`src/shared/timer_pwm_params.svh`:
```
// Register offsets, field positions, reset values and codes for the PWM timer
`ifndef TIMER_PWM_PARAMS_SVH
`define TIMER_PWM_PARAMS_SVH
// Register word indices; the byte address is four times the index
`define OFS_CONTROL   12'h0032
`define OFS_COUNT     12'h0033
`define OFS_DIVIDER   12'h0034
`define OFS_BOUND     12'h0035
`define RST_BYTE      8'h00
`define CTL_INV_BIT   0
`define CTL_MODE_BIT  1
`define CTL_OSEL_LSB  2
`define CTL_CSEL_LSB  4
`define DIV_SCL_LSB   0
`define DIV_PRE_LSB   5
`define DIV_RES_BIT   7
`define CSEL_OFF      4'h0
`define CSEL_SYS      4'h1
`define CSEL_FAST     4'h2
`define CSEL_XTAL     4'h3
`define CSEL_SLOW     4'h4
`define CSEL_CMP      4'h5
`define CSEL_A0_RISE  4'h8
`define CSEL_A0_FALL  4'h9
`define CSEL_B0_RISE  4'hA
`define CSEL_B0_FALL  4'hB
`define CSEL_A4_RISE  4'hC
`define CSEL_A4_FALL  4'hD
`define OSEL_NONE     2'h0
`define OSEL_A4       2'h1
`define OSEL_A5       2'h2
`define OSEL_B7       2'h3
`define PRE_DIV4_MAX  6'h03
`define PRE_DIV16_MAX 6'h0F
`define PRE_DIV64_MAX 6'h3F
`define PWM8_LAST     8'hFF
`define PWM6_LAST     8'h3F
`define PWM7_LAST     8'h7F
`endif

```
`src/shared/timer_pwm_pkg.sv`:
```
// Types shared by the PWM timer design
package timer_pwm_pkg;
   typedef enum logic [1:0] {
      bus_idle_type_s = 2'b00,
      bus_access_s    = 2'b01
   } apb_phase_type;
endpackage : timer_pwm_pkg

```
`src/rtl/timer_pwm.sv`:
```
// Eight-bit timer with period and PWM output behind an APB slave
// Behaviour
// (RULE1) Clock codes: 0 off, 1 system, 2 fast, 3 xtal, 4 slow, 5 comparator.
// (RULE2) Codes 8..13 count rise/fall edges of pins A0, B0, A4; rest reserved.
// (RULE3) Fast oscillator clock keeps counting while emulator is halted.
// (RULE4) Output select routes waveform to none, A4, A5 or B7.
// (RULE5) Control bit 1 selects period mode (0) or PWM mode (1).
// (RULE6) Control bit 0 set inverts output polarity.
// (RULE7) Period mode gives 50% duty, period two times bound plus one ticks.
// (RULE8) Prescaler divides by 1, 4, 16 or 64.
// (RULE9) Scaler divides prescaled clock by value plus one.
// (RULE10) 8-bit PWM: period 256 ticks, high for bound plus one ticks.
// (RULE11) 6-bit PWM: period 64 ticks, high for bound plus one ticks.
// (RULE12) Divider bit 7 clear selects 8-bit PWM, set selects 6 or 7 bit.
// (RULE13) In period mode counter clears when it reaches the bound.
// (RULE14) Source passes prescaler then scaler; reserved codes stop counting.
`timescale 1ns/1ns
`include "timer_pwm_params.svh"
module timer_pwm
   import timer_pwm_pkg::*;
#(
   parameter bit FAST_DOUBLE = 1'b0,  // Fast oscillator at twice its rate
   parameter bit PWM_SEVEN   = 1'b0   // Reduced resolution is 7 bit, not 6
)
(
   input  wire logic        pclk,        // APB clock, 100 MHz
   input  wire logic        presetn,     // Async reset, active low
   input  wire logic        clk_en,      // Freezes all state when low
   input  wire logic        psel,        // APB select
   input  wire logic        penable,     // APB enable
   input  wire logic        pwrite,      // APB direction
   input  wire logic [11:0] paddr,       // APB byte address
   input  wire logic [31:0] pwdata,      // APB write data
   output logic      [31:0] prdata,      // APB read data
   output logic             pready,      // APB ready
   output logic             pslverr,     // APB error
   input  wire logic        emu_halt,    // Emulator halted
   input  wire logic        fast_tick,   // Fast oscillator tick
   input  wire logic        fast2_tick,  // Doubled fast oscillator tick
   input  wire logic        xtal_tick,   // Crystal tick
   input  wire logic        slow_tick,   // Slow oscillator tick
   input  wire logic        cmp_tick,    // Comparator output tick
   input  wire logic        port_a_bit0, // Pin input
   input  wire logic        port_b_bit0, // Pin input
   input  wire logic        port_a_bit4_in, // Pin input
   output logic             port_a_bit4, // Waveform to pin
   output logic             port_a_bit5, // Waveform to pin
   output logic             port_b_bit7, // Waveform to pin
   output logic             port_a_bit4_oe, // Drive enable
   output logic             port_a_bit5_oe, // Drive enable
   output logic             port_b_bit7_oe  // Drive enable
);
   logic [7:0]    timer_control_q;
   logic [7:0]    timer_divider_setting_q;
   logic [7:0]    timer_bound_value_q;
   logic [7:0]    timer_count_value_q;
   logic          wave_q;
   logic          tick;
   logic          tick_run;
   logic          sys_run;
   logic          setup;
   logic          wr_acc;
   logic [11:0]   widx;
   logic          hit;
   logic [7:0]    rd_byte;
   logic [7:0]    last;
   logic          pwm_mode;
   logic          out_lvl;
   logic [1:0]    osel;
   logic [3:0]    csel;
   apb_phase_type phase_q;

   assign csel     = timer_control_q[`CTL_CSEL_LSB +: 4];
   assign osel     = timer_control_q[`CTL_OSEL_LSB +: 2];
   assign pwm_mode = timer_control_q[`CTL_MODE_BIT];            // [RULE5]

   // ==========================================================
   // APB slave: one wait-free access, answer in the access cycle
   assign setup  = psel && !penable;
   assign wr_acc = psel && penable && pwrite && pready;
   // One register per aligned word; the two low address bits are ignored
   assign widx   = {2'b00, paddr[11:2]};
   assign hit    = (widx == `OFS_CONTROL) || (widx == `OFS_COUNT) ||
                   (widx == `OFS_DIVIDER) || (widx == `OFS_BOUND);

   always_comb
   begin
      unique case (widx)
         `OFS_CONTROL: rd_byte = timer_control_q;
         `OFS_COUNT:   rd_byte = timer_count_value_q;
         default:      rd_byte = `RST_BYTE;  // Divider and bound: write-only
      endcase
   end

   always_ff @(posedge pclk or negedge presetn)
   begin
      if (!presetn)
      begin
         phase_q <= bus_idle_type_s;
         pready  <= 1'b0;
         pslverr <= 1'b0;
         prdata  <= 32'h0000_0000;
      end
      else if (clk_en)
      begin
         unique case (phase_q)
            bus_idle_type_s:
            begin
               pready  <= setup;
               pslverr <= setup && !hit;
               prdata  <= setup && !pwrite ? {24'h00_0000, rd_byte}
                                           : 32'h0000_0000;
               if (setup)
                  phase_q <= bus_access_s;
            end
            bus_access_s:
            begin
               pready  <= 1'b0;
               pslverr <= 1'b0;
               phase_q <= bus_idle_type_s;
            end
         endcase
      end
   end

   // ==========================================================
   // Configuration registers
   always_ff @(posedge pclk or negedge presetn)
   begin
      if (!presetn)
      begin
         timer_control_q         <= `RST_BYTE;
         timer_divider_setting_q <= `RST_BYTE;
         timer_bound_value_q     <= `RST_BYTE;
      end
      else if (clk_en && wr_acc)
      begin
         if (widx == `OFS_CONTROL)
            timer_control_q <= pwdata[7:0];
         if (widx == `OFS_DIVIDER)
            timer_divider_setting_q <= pwdata[7:0];
         if (widx == `OFS_BOUND)
            timer_bound_value_q <= pwdata[7:0];
      end
   end

   // ==========================================================
   // Divided clock
   // System clock stops on halt; fast oscillator does not
   assign sys_run = !emu_halt;

   timer_tick_gen u_tick
   (
      .pclk       (pclk),
      .presetn    (presetn),
      .clk_en     (clk_en && tick_run),
      .clk_sel    (csel),
      .pre_sel    (timer_divider_setting_q[`DIV_PRE_LSB +: 2]),
      .scaler     (timer_divider_setting_q[`DIV_SCL_LSB +: 5]),
      .fast_dbl   (FAST_DOUBLE),
      .sys_tick   (sys_run),
      .fast_tick  (fast_tick),
      .fast2_tick (fast2_tick),
      .xtal_tick  (xtal_tick),
      .slow_tick  (slow_tick),
      .cmp_tick   (cmp_tick),
      .pin_a0     (port_a_bit0),
      .pin_b0     (port_b_bit0),
      .pin_a4     (port_a_bit4_in),
      .tick       (tick)
   );

   // Halt freezes every source except the fast oscillator
   assign tick_run = !emu_halt || (csel == `CSEL_FAST);         // [RULE3]

   // ==========================================================
   // Counter and waveform
   always_comb
   begin
      if (timer_divider_setting_q[`DIV_RES_BIT])                // [RULE12]
         last = PWM_SEVEN ? `PWM7_LAST : `PWM6_LAST;            // [RULE11]
      else
         last = `PWM8_LAST;                                     // [RULE10]
   end

   always_ff @(posedge pclk or negedge presetn)
   begin
      if (!presetn)
         timer_count_value_q <= `RST_BYTE;
      else if (clk_en)
      begin
         if (wr_acc && widx == `OFS_COUNT)
            timer_count_value_q <= pwdata[7:0];
         else if (tick && tick_run)
         begin
            if (pwm_mode ? (timer_count_value_q >= last)        // [RULE10]
                         : (timer_count_value_q >= timer_bound_value_q))
               timer_count_value_q <= `RST_BYTE;                // [RULE13]
            else
               timer_count_value_q <= timer_count_value_q + 8'h01;
         end
      end
   end

   // Period mode toggles at every wrap, giving 50% duty
   always_ff @(posedge pclk or negedge presetn)
   begin
      if (!presetn)
         wave_q <= 1'b0;
      else if (clk_en && tick && tick_run)
      begin
         if (pwm_mode)
            wave_q <= (timer_count_value_q >= last) ? 1'b1      // [RULE11]
                    : (timer_count_value_q < timer_bound_value_q); // [RULE10]
         else if (timer_count_value_q >= timer_bound_value_q)
            wave_q <= !wave_q;                                  // [RULE7]
      end
   end

   assign out_lvl = wave_q ^ timer_control_q[`CTL_INV_BIT];     // [RULE6]

   // ==========================================================
   // Pin routing
   always_ff @(posedge pclk or negedge presetn)
   begin
      if (!presetn)
      begin
         port_a_bit4    <= 1'b0;
         port_a_bit5    <= 1'b0;
         port_b_bit7    <= 1'b0;
         port_a_bit4_oe <= 1'b0;
         port_a_bit5_oe <= 1'b0;
         port_b_bit7_oe <= 1'b0;
      end
      else if (clk_en)
      begin
         port_a_bit4_oe <= (osel == `OSEL_A4);                  // [RULE4]
         port_a_bit5_oe <= (osel == `OSEL_A5);                  // [RULE4]
         port_b_bit7_oe <= (osel == `OSEL_B7);                  // [RULE4]
         port_a_bit4    <= (osel == `OSEL_A4) && out_lvl;
         port_a_bit5    <= (osel == `OSEL_A5) && out_lvl;
         port_b_bit7    <= (osel == `OSEL_B7) && out_lvl;
      end
   end
endmodule : timer_pwm

```
`src/rtl/timer_tick_gen.sv`:
```
// Clock source selection, edge detect, prescaler and scaler
`timescale 1ns/1ns
`include "timer_pwm_params.svh"
module timer_tick_gen
   import timer_pwm_pkg::*;
(
   input  wire logic       pclk,       // System clock
   input  wire logic       presetn,    // Async reset, active low
   input  wire logic       clk_en,     // Freeze when low
   input  wire logic [3:0] clk_sel,    // Clock select code
   input  wire logic [1:0] pre_sel,    // Prescaler code
   input  wire logic [4:0] scaler,     // Scaler value
   input  wire logic       fast_dbl,   // Fast oscillator doubled
   input  wire logic       sys_tick,   // System clock enable
   input  wire logic       fast_tick,  // Fast oscillator tick
   input  wire logic       fast2_tick, // Doubled fast oscillator tick
   input  wire logic       xtal_tick,  // Crystal tick
   input  wire logic       slow_tick,  // Slow oscillator tick
   input  wire logic       cmp_tick,   // Comparator output tick
   input  wire logic       pin_a0,     // Pin level
   input  wire logic       pin_b0,     // Pin level
   input  wire logic       pin_a4,     // Pin level
   output logic            tick        // One divided clock
);
   logic [2:0] pin_q;
   logic [5:0] pre_q;
   logic [4:0] scl_q;
   logic       src;
   logic [5:0] pre_max;
   logic [2:0] rise;
   logic [2:0] fall;

   // ==========================================================
   // Pin edge detection
   genvar g;
   generate
      for (g = 0; g < 3; g++)
      begin : g_edge
         logic pin_now;
         assign pin_now = (g == 0) ? pin_a0 : (g == 1) ? pin_b0 : pin_a4;
         assign rise[g] = pin_now & ~pin_q[g];
         assign fall[g] = ~pin_now & pin_q[g];
         always_ff @(posedge pclk or negedge presetn)
         begin
            if (!presetn)
               pin_q[g] <= 1'b0;
            else if (clk_en)
               pin_q[g] <= pin_now;
         end
      end
   endgenerate

   // ==========================================================
   // Source selection
   always_comb
   begin
      unique case (clk_sel)
         `CSEL_SYS:     src = sys_tick;                         // [RULE1]
         `CSEL_FAST:    src = fast_dbl ? fast2_tick : fast_tick; // [RULE1]
         `CSEL_XTAL:    src = xtal_tick;                        // [RULE1]
         `CSEL_SLOW:    src = slow_tick;                        // [RULE1]
         `CSEL_CMP:     src = cmp_tick;                         // [RULE1]
         `CSEL_A0_RISE: src = rise[0];                          // [RULE2]
         `CSEL_A0_FALL: src = fall[0];                          // [RULE2]
         `CSEL_B0_RISE: src = rise[1];                          // [RULE2]
         `CSEL_B0_FALL: src = fall[1];                          // [RULE2]
         `CSEL_A4_RISE: src = rise[2];                          // [RULE2]
         `CSEL_A4_FALL: src = fall[2];                          // [RULE2]
         default:       src = 1'b0;                             // [RULE14]
      endcase
   end

   always_comb
   begin
      unique case (pre_sel)
         2'b00:   pre_max = 6'h00;                              // [RULE8]
         2'b01:   pre_max = `PRE_DIV4_MAX;                      // [RULE8]
         2'b10:   pre_max = `PRE_DIV16_MAX;                     // [RULE8]
         default: pre_max = `PRE_DIV64_MAX;                     // [RULE8]
      endcase
   end

   // ==========================================================
   // Prescaler then scaler; tick is one pclk wide per divided clock
   always_ff @(posedge pclk or negedge presetn)
   begin
      if (!presetn)
      begin
         pre_q <= 6'h00;
         scl_q <= 5'h00;
         tick  <= 1'b0;
      end
      else if (clk_en)
      begin
         tick <= 1'b0;
         if (src)
         begin
            if (pre_q >= pre_max)                               // [RULE14]
            begin
               pre_q <= 6'h00;
               if (scl_q >= scaler)                             // [RULE9]
               begin
                  scl_q <= 5'h00;
                  tick  <= 1'b1;
               end
               else
                  scl_q <= scl_q + 5'h01;
            end
            else
               pre_q <= pre_q + 6'h01;
         end
      end
   end
endmodule : timer_tick_gen

```
`config.mk`:
```
export PLATFORM = sky130hd
export DESIGN_NAME = timer_pwm
export DESIGN_NICKNAME = d
export VERILOG_FILES = /design/src/shared/timer_pwm_pkg.sv /design/src/rtl/timer_pwm.sv /design/src/rtl/timer_tick_gen.sv
export VERILOG_INCLUDE_DIRS = /design/src /design/src/shared
export SDC_FILE = /design/constraint.sdc
export NUM_CORES = 1
export LEC_CHECK = 0
export BUFFER_PORTS_ARGS = -buffer_cell sky130_fd_sc_hd__buf_2
export CAP_MARGIN = 20
export CORE_MARGIN = 10
export CORE_UTILIZATION = 25
export CTS_BUF_LIST = sky130_fd_sc_hd__clkbuf_8
export DETAILED_ROUTE_END_ITERATION = 16
export PLACE_DENSITY = 0.55
export SLEW_MARGIN = 20
export SYNTH_ARGS = -nofsm -noshare
export SYNTH_HDL_FRONTEND = slang
export SYNTH_SLANG_ARGS = --single-unit
```
`constraint.sdc`:
```
create_clock -name pclk -period 6.95 [get_ports pclk]
set_clock_uncertainty 0.2 [all_clocks]
set_input_delay 0.3475 -clock pclk [delete_from_list [all_inputs] [get_ports pclk]]
set_output_delay 0.3475 -clock pclk [all_outputs]
set_load 0.02 [all_outputs]
```
==> summary.md <==
| Metric | Value |
|---|---|
| Setup repair after global routing missed its margin | false |
| Post-Syn Instances | 395 |
| Count of boundary I/O pins | 99 |
| Net Switching | 279 uW |
| Remaining routing DRC violations | 0 |
| Amount of wire on met3 after detailed routing | 833 um |
| Internal Pwr Total | 670 uW |
| Main flop type after synthesis | sky130_fd_sc_hd__dfrtp_1 |
| Full die area | 20800 um2 |
| Post-cts hold buffer count | 0 |
| Worst hold slack after final layout | -0.0176 ns |
| Storage cell area | 1630 um2 |
| Initial core utilization | 25.5% |
| Die X-Extent | 144 um |
| Row count | 45 |
| Worst Path Max Fanout | 13 |
| Detail Route met2 WL | 4440 um |
| Critical path endpoint category | flop |
| Count of inserted antenna diode cells | 0 |
| Worst Setup Slack, final | 4.05 ns |
| Routability congestion estimate from global placement | 0.814 |
| Via-to-Cell Ratio | 4.74 |
| Area leader, netlist | sky130_fd_sc_hd__dfrtp_1 |
| Share of the clock period used by the worst path | 41.8% |
| Largest buffer count on any clock path | 2 |
| Clk pwr share | 35.2% |
| IO buf count | 47 |
| Ys async rst share | 100% |
| Arrival time at the worst endpoint | 2.93 ns |
| Failing checks | negative hold slack |
| Cell with the most instances after synthesis | sky130_fd_sc_hd__dfrtp_1 |
| Final min period | 2.90 ns |
| Clock Sink Count | 65 |
| Number of global-route vias before repair | 2948 |
| Number of setup violations in the final report | 0 |
| Overall power consumption | 950 uW |
| P&R area growth vs syn | 14.5% |
| Total length of routed wires | 9680 um |
| Share of cells above drive strength 1 | 23.2% |
| Fin. max-slew vios | 0 |
| Area of the mapped netlist | 3860 um2 |
| Area of the placeable core | 15100 um2 |
| Area of the multi-input gates | 2010 um2 |
| Required time reported for the critical path endpoint | 6.98 ns |
| Path class of the lowest-slack min-delay path | input port to async pin |
| Post-detailed-route wirelength per cell | 15.1 um |
| Max H-tree Level | 3 |
| Overall Global Routing Usage | 9.25% |
| Number of filler instances in the final layout | 1581 |
| Transition time at the pin with the least slew margin | 0.872 ns |
| Max Freq | 345 MHz |
| Initial antenna violation count | 0 |
| Clock latency reported for the late side of the worst-skew pair | 0.34 ns |
| Count of instances resized after the clock tree is built | 0 |
| Maximum number of pins on one net before global-route repair | 66 |
| Worst setup slack after placement | 3.89 ns |
| Synth Register Bits | 65 |
| Top cell type's share of synthesized area | 42.1% |
| CTS tree | built |
| Top cells by area in the synthesized netlist | sky130_fd_sc_hd__dfrtp_1 (42%), sky130_fd_sc_hd__ha_1 (7.1%), sky130_fd_sc_hd__mux2_2 (6.4%), sky130_fd_sc_hd__o21ai_0 (5.8%), sky130_fd_sc_hd__buf_4 (5.2%) |
| Number of clock buffers inserted by TritonCTS | 9 |
| Placed wire-length estimate after detailed placement | 7400 um |
| Critical Path Source Type | flop |
| Average cell area after synthesis | 9.78 um2 |
| Leakage | 0.00203 uW |
| Register clock-pin slew on the reported worst setup and hold paths | 0.07 ns |
| Power per Cell Area | 215 nW/um2 |
| Max-slew headroom | 41.9% |
| Number of optimization iterations in the first detailed-route pass | 4 |
| Max-capacitance violation count | 0 |
| Critical setup path kind | flop to flop |
| Number of nets still failing antenna checks after routing | 0 |
| Final hold violation count | 14 |
| Run status | finished, violations left |
| First-pass GRT wire length | 15200 um |
| Final sum of negative setup slack | 0 ns |
| EDFF count, synth | 0 |
| Buffer count from post-CTS setup fixing | 0 |
| GR Overflow Total | 0 |
| Flop pwr share | 47.3% |
| Switch share | 29.4% |
| Detailed-route wire length on metal 1 | 4340 um |
| Total of warnings raised by yosys | 0 |
| Share of total power in combinational logic | 17.5% |
| Sequential cell area fraction in the yosys report | 42.1% |
| Buffer type at the clock tree root | sky130_fd_sc_hd__clkbuf_8 |
| Nets@finish | 528 |
| Iter 0 DRT Violations | 250 |
| Vias after detailed routing | 3036 |
| Worst voltage drop across the vdd grid | 0.0854 mV |
| Vertical die dimension | 144 um |
| Synth top cells by count | sky130_fd_sc_hd__dfrtp_1 (65), sky130_fd_sc_hd__o21ai_0 (45), sky130_fd_sc_hd__nand2_1 (37), sky130_fd_sc_hd__buf_4 (27), sky130_fd_sc_hd__inv_1 (26) |
| Uppermost layer routed | met4 |
| Synth unique cells | 59 |
==> cell usage in the layout, fill, tap and decap left out, types with 2 or more instances in the layout <==
cell and instances:
sky130_fd_sc_hd__nor4_1 2, sky130_fd_sc_hd__nand2_1 37, sky130_fd_sc_hd__and4_2 2, sky130_fd_sc_hd__a22oi_1 8
sky130_fd_sc_hd__or2_2 5, sky130_fd_sc_hd__nand2b_1 11, sky130_fd_sc_hd__and2_1 2, sky130_fd_sc_hd__a211o_2 2
sky130_fd_sc_hd__nor3b_1 3, sky130_fd_sc_hd__inv_1 28, sky130_fd_sc_hd__nor2_1 15, sky130_fd_sc_hd__o2111ai_1 2
sky130_fd_sc_hd__and3_2 2, sky130_fd_sc_hd__buf_4 2, sky130_fd_sc_hd__dfrtp_1 65, sky130_fd_sc_hd__a21oi_1 10
sky130_fd_sc_hd__and4_1 2, sky130_fd_sc_hd__nand3_1 10, sky130_fd_sc_hd__nand4b_1 2, sky130_fd_sc_hd__conb_1 24
sky130_fd_sc_hd__buf_2 47, sky130_fd_sc_hd__ha_1 22, sky130_fd_sc_hd__or3_1 4, sky130_fd_sc_hd__and3b_1 2
sky130_fd_sc_hd__nand3b_1 5, sky130_fd_sc_hd__a22o_1 4, sky130_fd_sc_hd__nand4_1 3, sky130_fd_sc_hd__o21ai_0 45
sky130_fd_sc_hd__o31ai_1 11, sky130_fd_sc_hd__mux2_2 22, sky130_fd_sc_hd__o2bb2ai_1 4, sky130_fd_sc_hd__and3_1 3
sky130_fd_sc_hd__a31oi_1 3, sky130_fd_sc_hd__nor3_1 2, sky130_fd_sc_hd__nor2b_1 3, sky130_fd_sc_hd__clkbuf_8 12
sky130_fd_sc_hd__o21a_1 2
==> final cells by class <==
cell class | instances | share of cell area [%]
inverter | 26 | 2.21
clock inverter | 4 | 0.962
tap | 188 | 5.32
sequential | 65 | 36.8
timing repair buffer | 49 | 5.66
multi-input combinational | 296 | 45.3
clock buffer | 12 | 3.73
==> logic make-up (layout without fill, tap and decap cells) <==
family	count (synthesis)	after routing	share of synthesized area [%]
simple gates	121	121	17.4
compound gates	105	105	18.1
buf+inv	57	91	8.17
other cells	1	24	0.0971
fa+ha+maj	22	22	7.13
xor+xnor	1	1	0.227
flops	65	65	42.1
mux	23	23	6.68
==> power groups by stage <==
stage          Combinational, uW  Sequential, uW  Clock, uW
5_1_grt                      192             456        363
3_5_place_dp                 167             457          0
6_report                     166             449        334
4_1_cts                      168             449        347
3_3_place_gp                 161             455          0
2_1_floorplan                131             445          0
==> state kept, by name, indices dropped and copies added (netlist names) <==
register                 flops
phase_q                      1
port_a_bit4                  1
port_a_bit4_oe               1
port_a_bit5                  1
port_a_bit5_oe               1
port_b_bit7                  1
port_b_bit7_oe               1
prdata                       8
pready                       1
pslverr                      1
timer_bound_value_q          8
timer_control_q              8
timer_count_value_q          8
timer_divider_setting_q      8
u_tick.pin_q                 3
u_tick.pre_q                 6
u_tick.scl_q                 5
u_tick.tick                  1
wave_q                       1
==> metal layers <==
metal,track usage (%),up-vias
met2,14.9,83
met5,0,-
met1,11.5,1462
met3,3.35,6
met4,2.29,0
li1,-,1485
==> critical path: stages, from the launching register on <==
cell and delay, ns:
sky130_fd_sc_hd__dfrtp_1 0.56, sky130_fd_sc_hd__or4b_4 0.62, sky130_fd_sc_hd__nand2_1 0.09, sky130_fd_sc_hd__nand2_1 0.16
sky130_fd_sc_hd__o22ai_1 0.67, sky130_fd_sc_hd__o21ai_0 0.22, sky130_fd_sc_hd__a22o_1 0.27
==> final timing paths <==
path                                     from                         end  slack, ns  cells past startpoint
max reg2reg                timer_control_q[4]      timer_count_value_q[3]       4.05                      6
max in group asynchronous             presetn  timer_divider_setting_q[2]       5.98                      2
min                                   presetn      timer_count_value_q[3]      -0.02                      2
min in group pclk                 port_a_bit0             u_tick.pin_q[0]       0.07                      2
min reg2reg                         prdata[4]                   prdata[4]       0.28                      2
max                        timer_control_q[4]      timer_count_value_q[3]       4.05                      6
==> per-stage QoR <==
stage | hold WS, ns | util [%] | instances | area [um2]
2_1_floorplan | -0.148 | - | 418 | 3950
3_3_place_gp | 0.259 | 27.8 | 624 | 4220
3_5_place_dp | 0.269 | 27.8 | 624 | 4220
4_1_cts | 0.0270 | 29.2 | 640 | 4420
5_1_grt | 0.0544 | 29.2 | 640 | 4420
6_report | -0.0176 | 29.2 | 640 | 4420
Power figures use the tool's default switching activity.
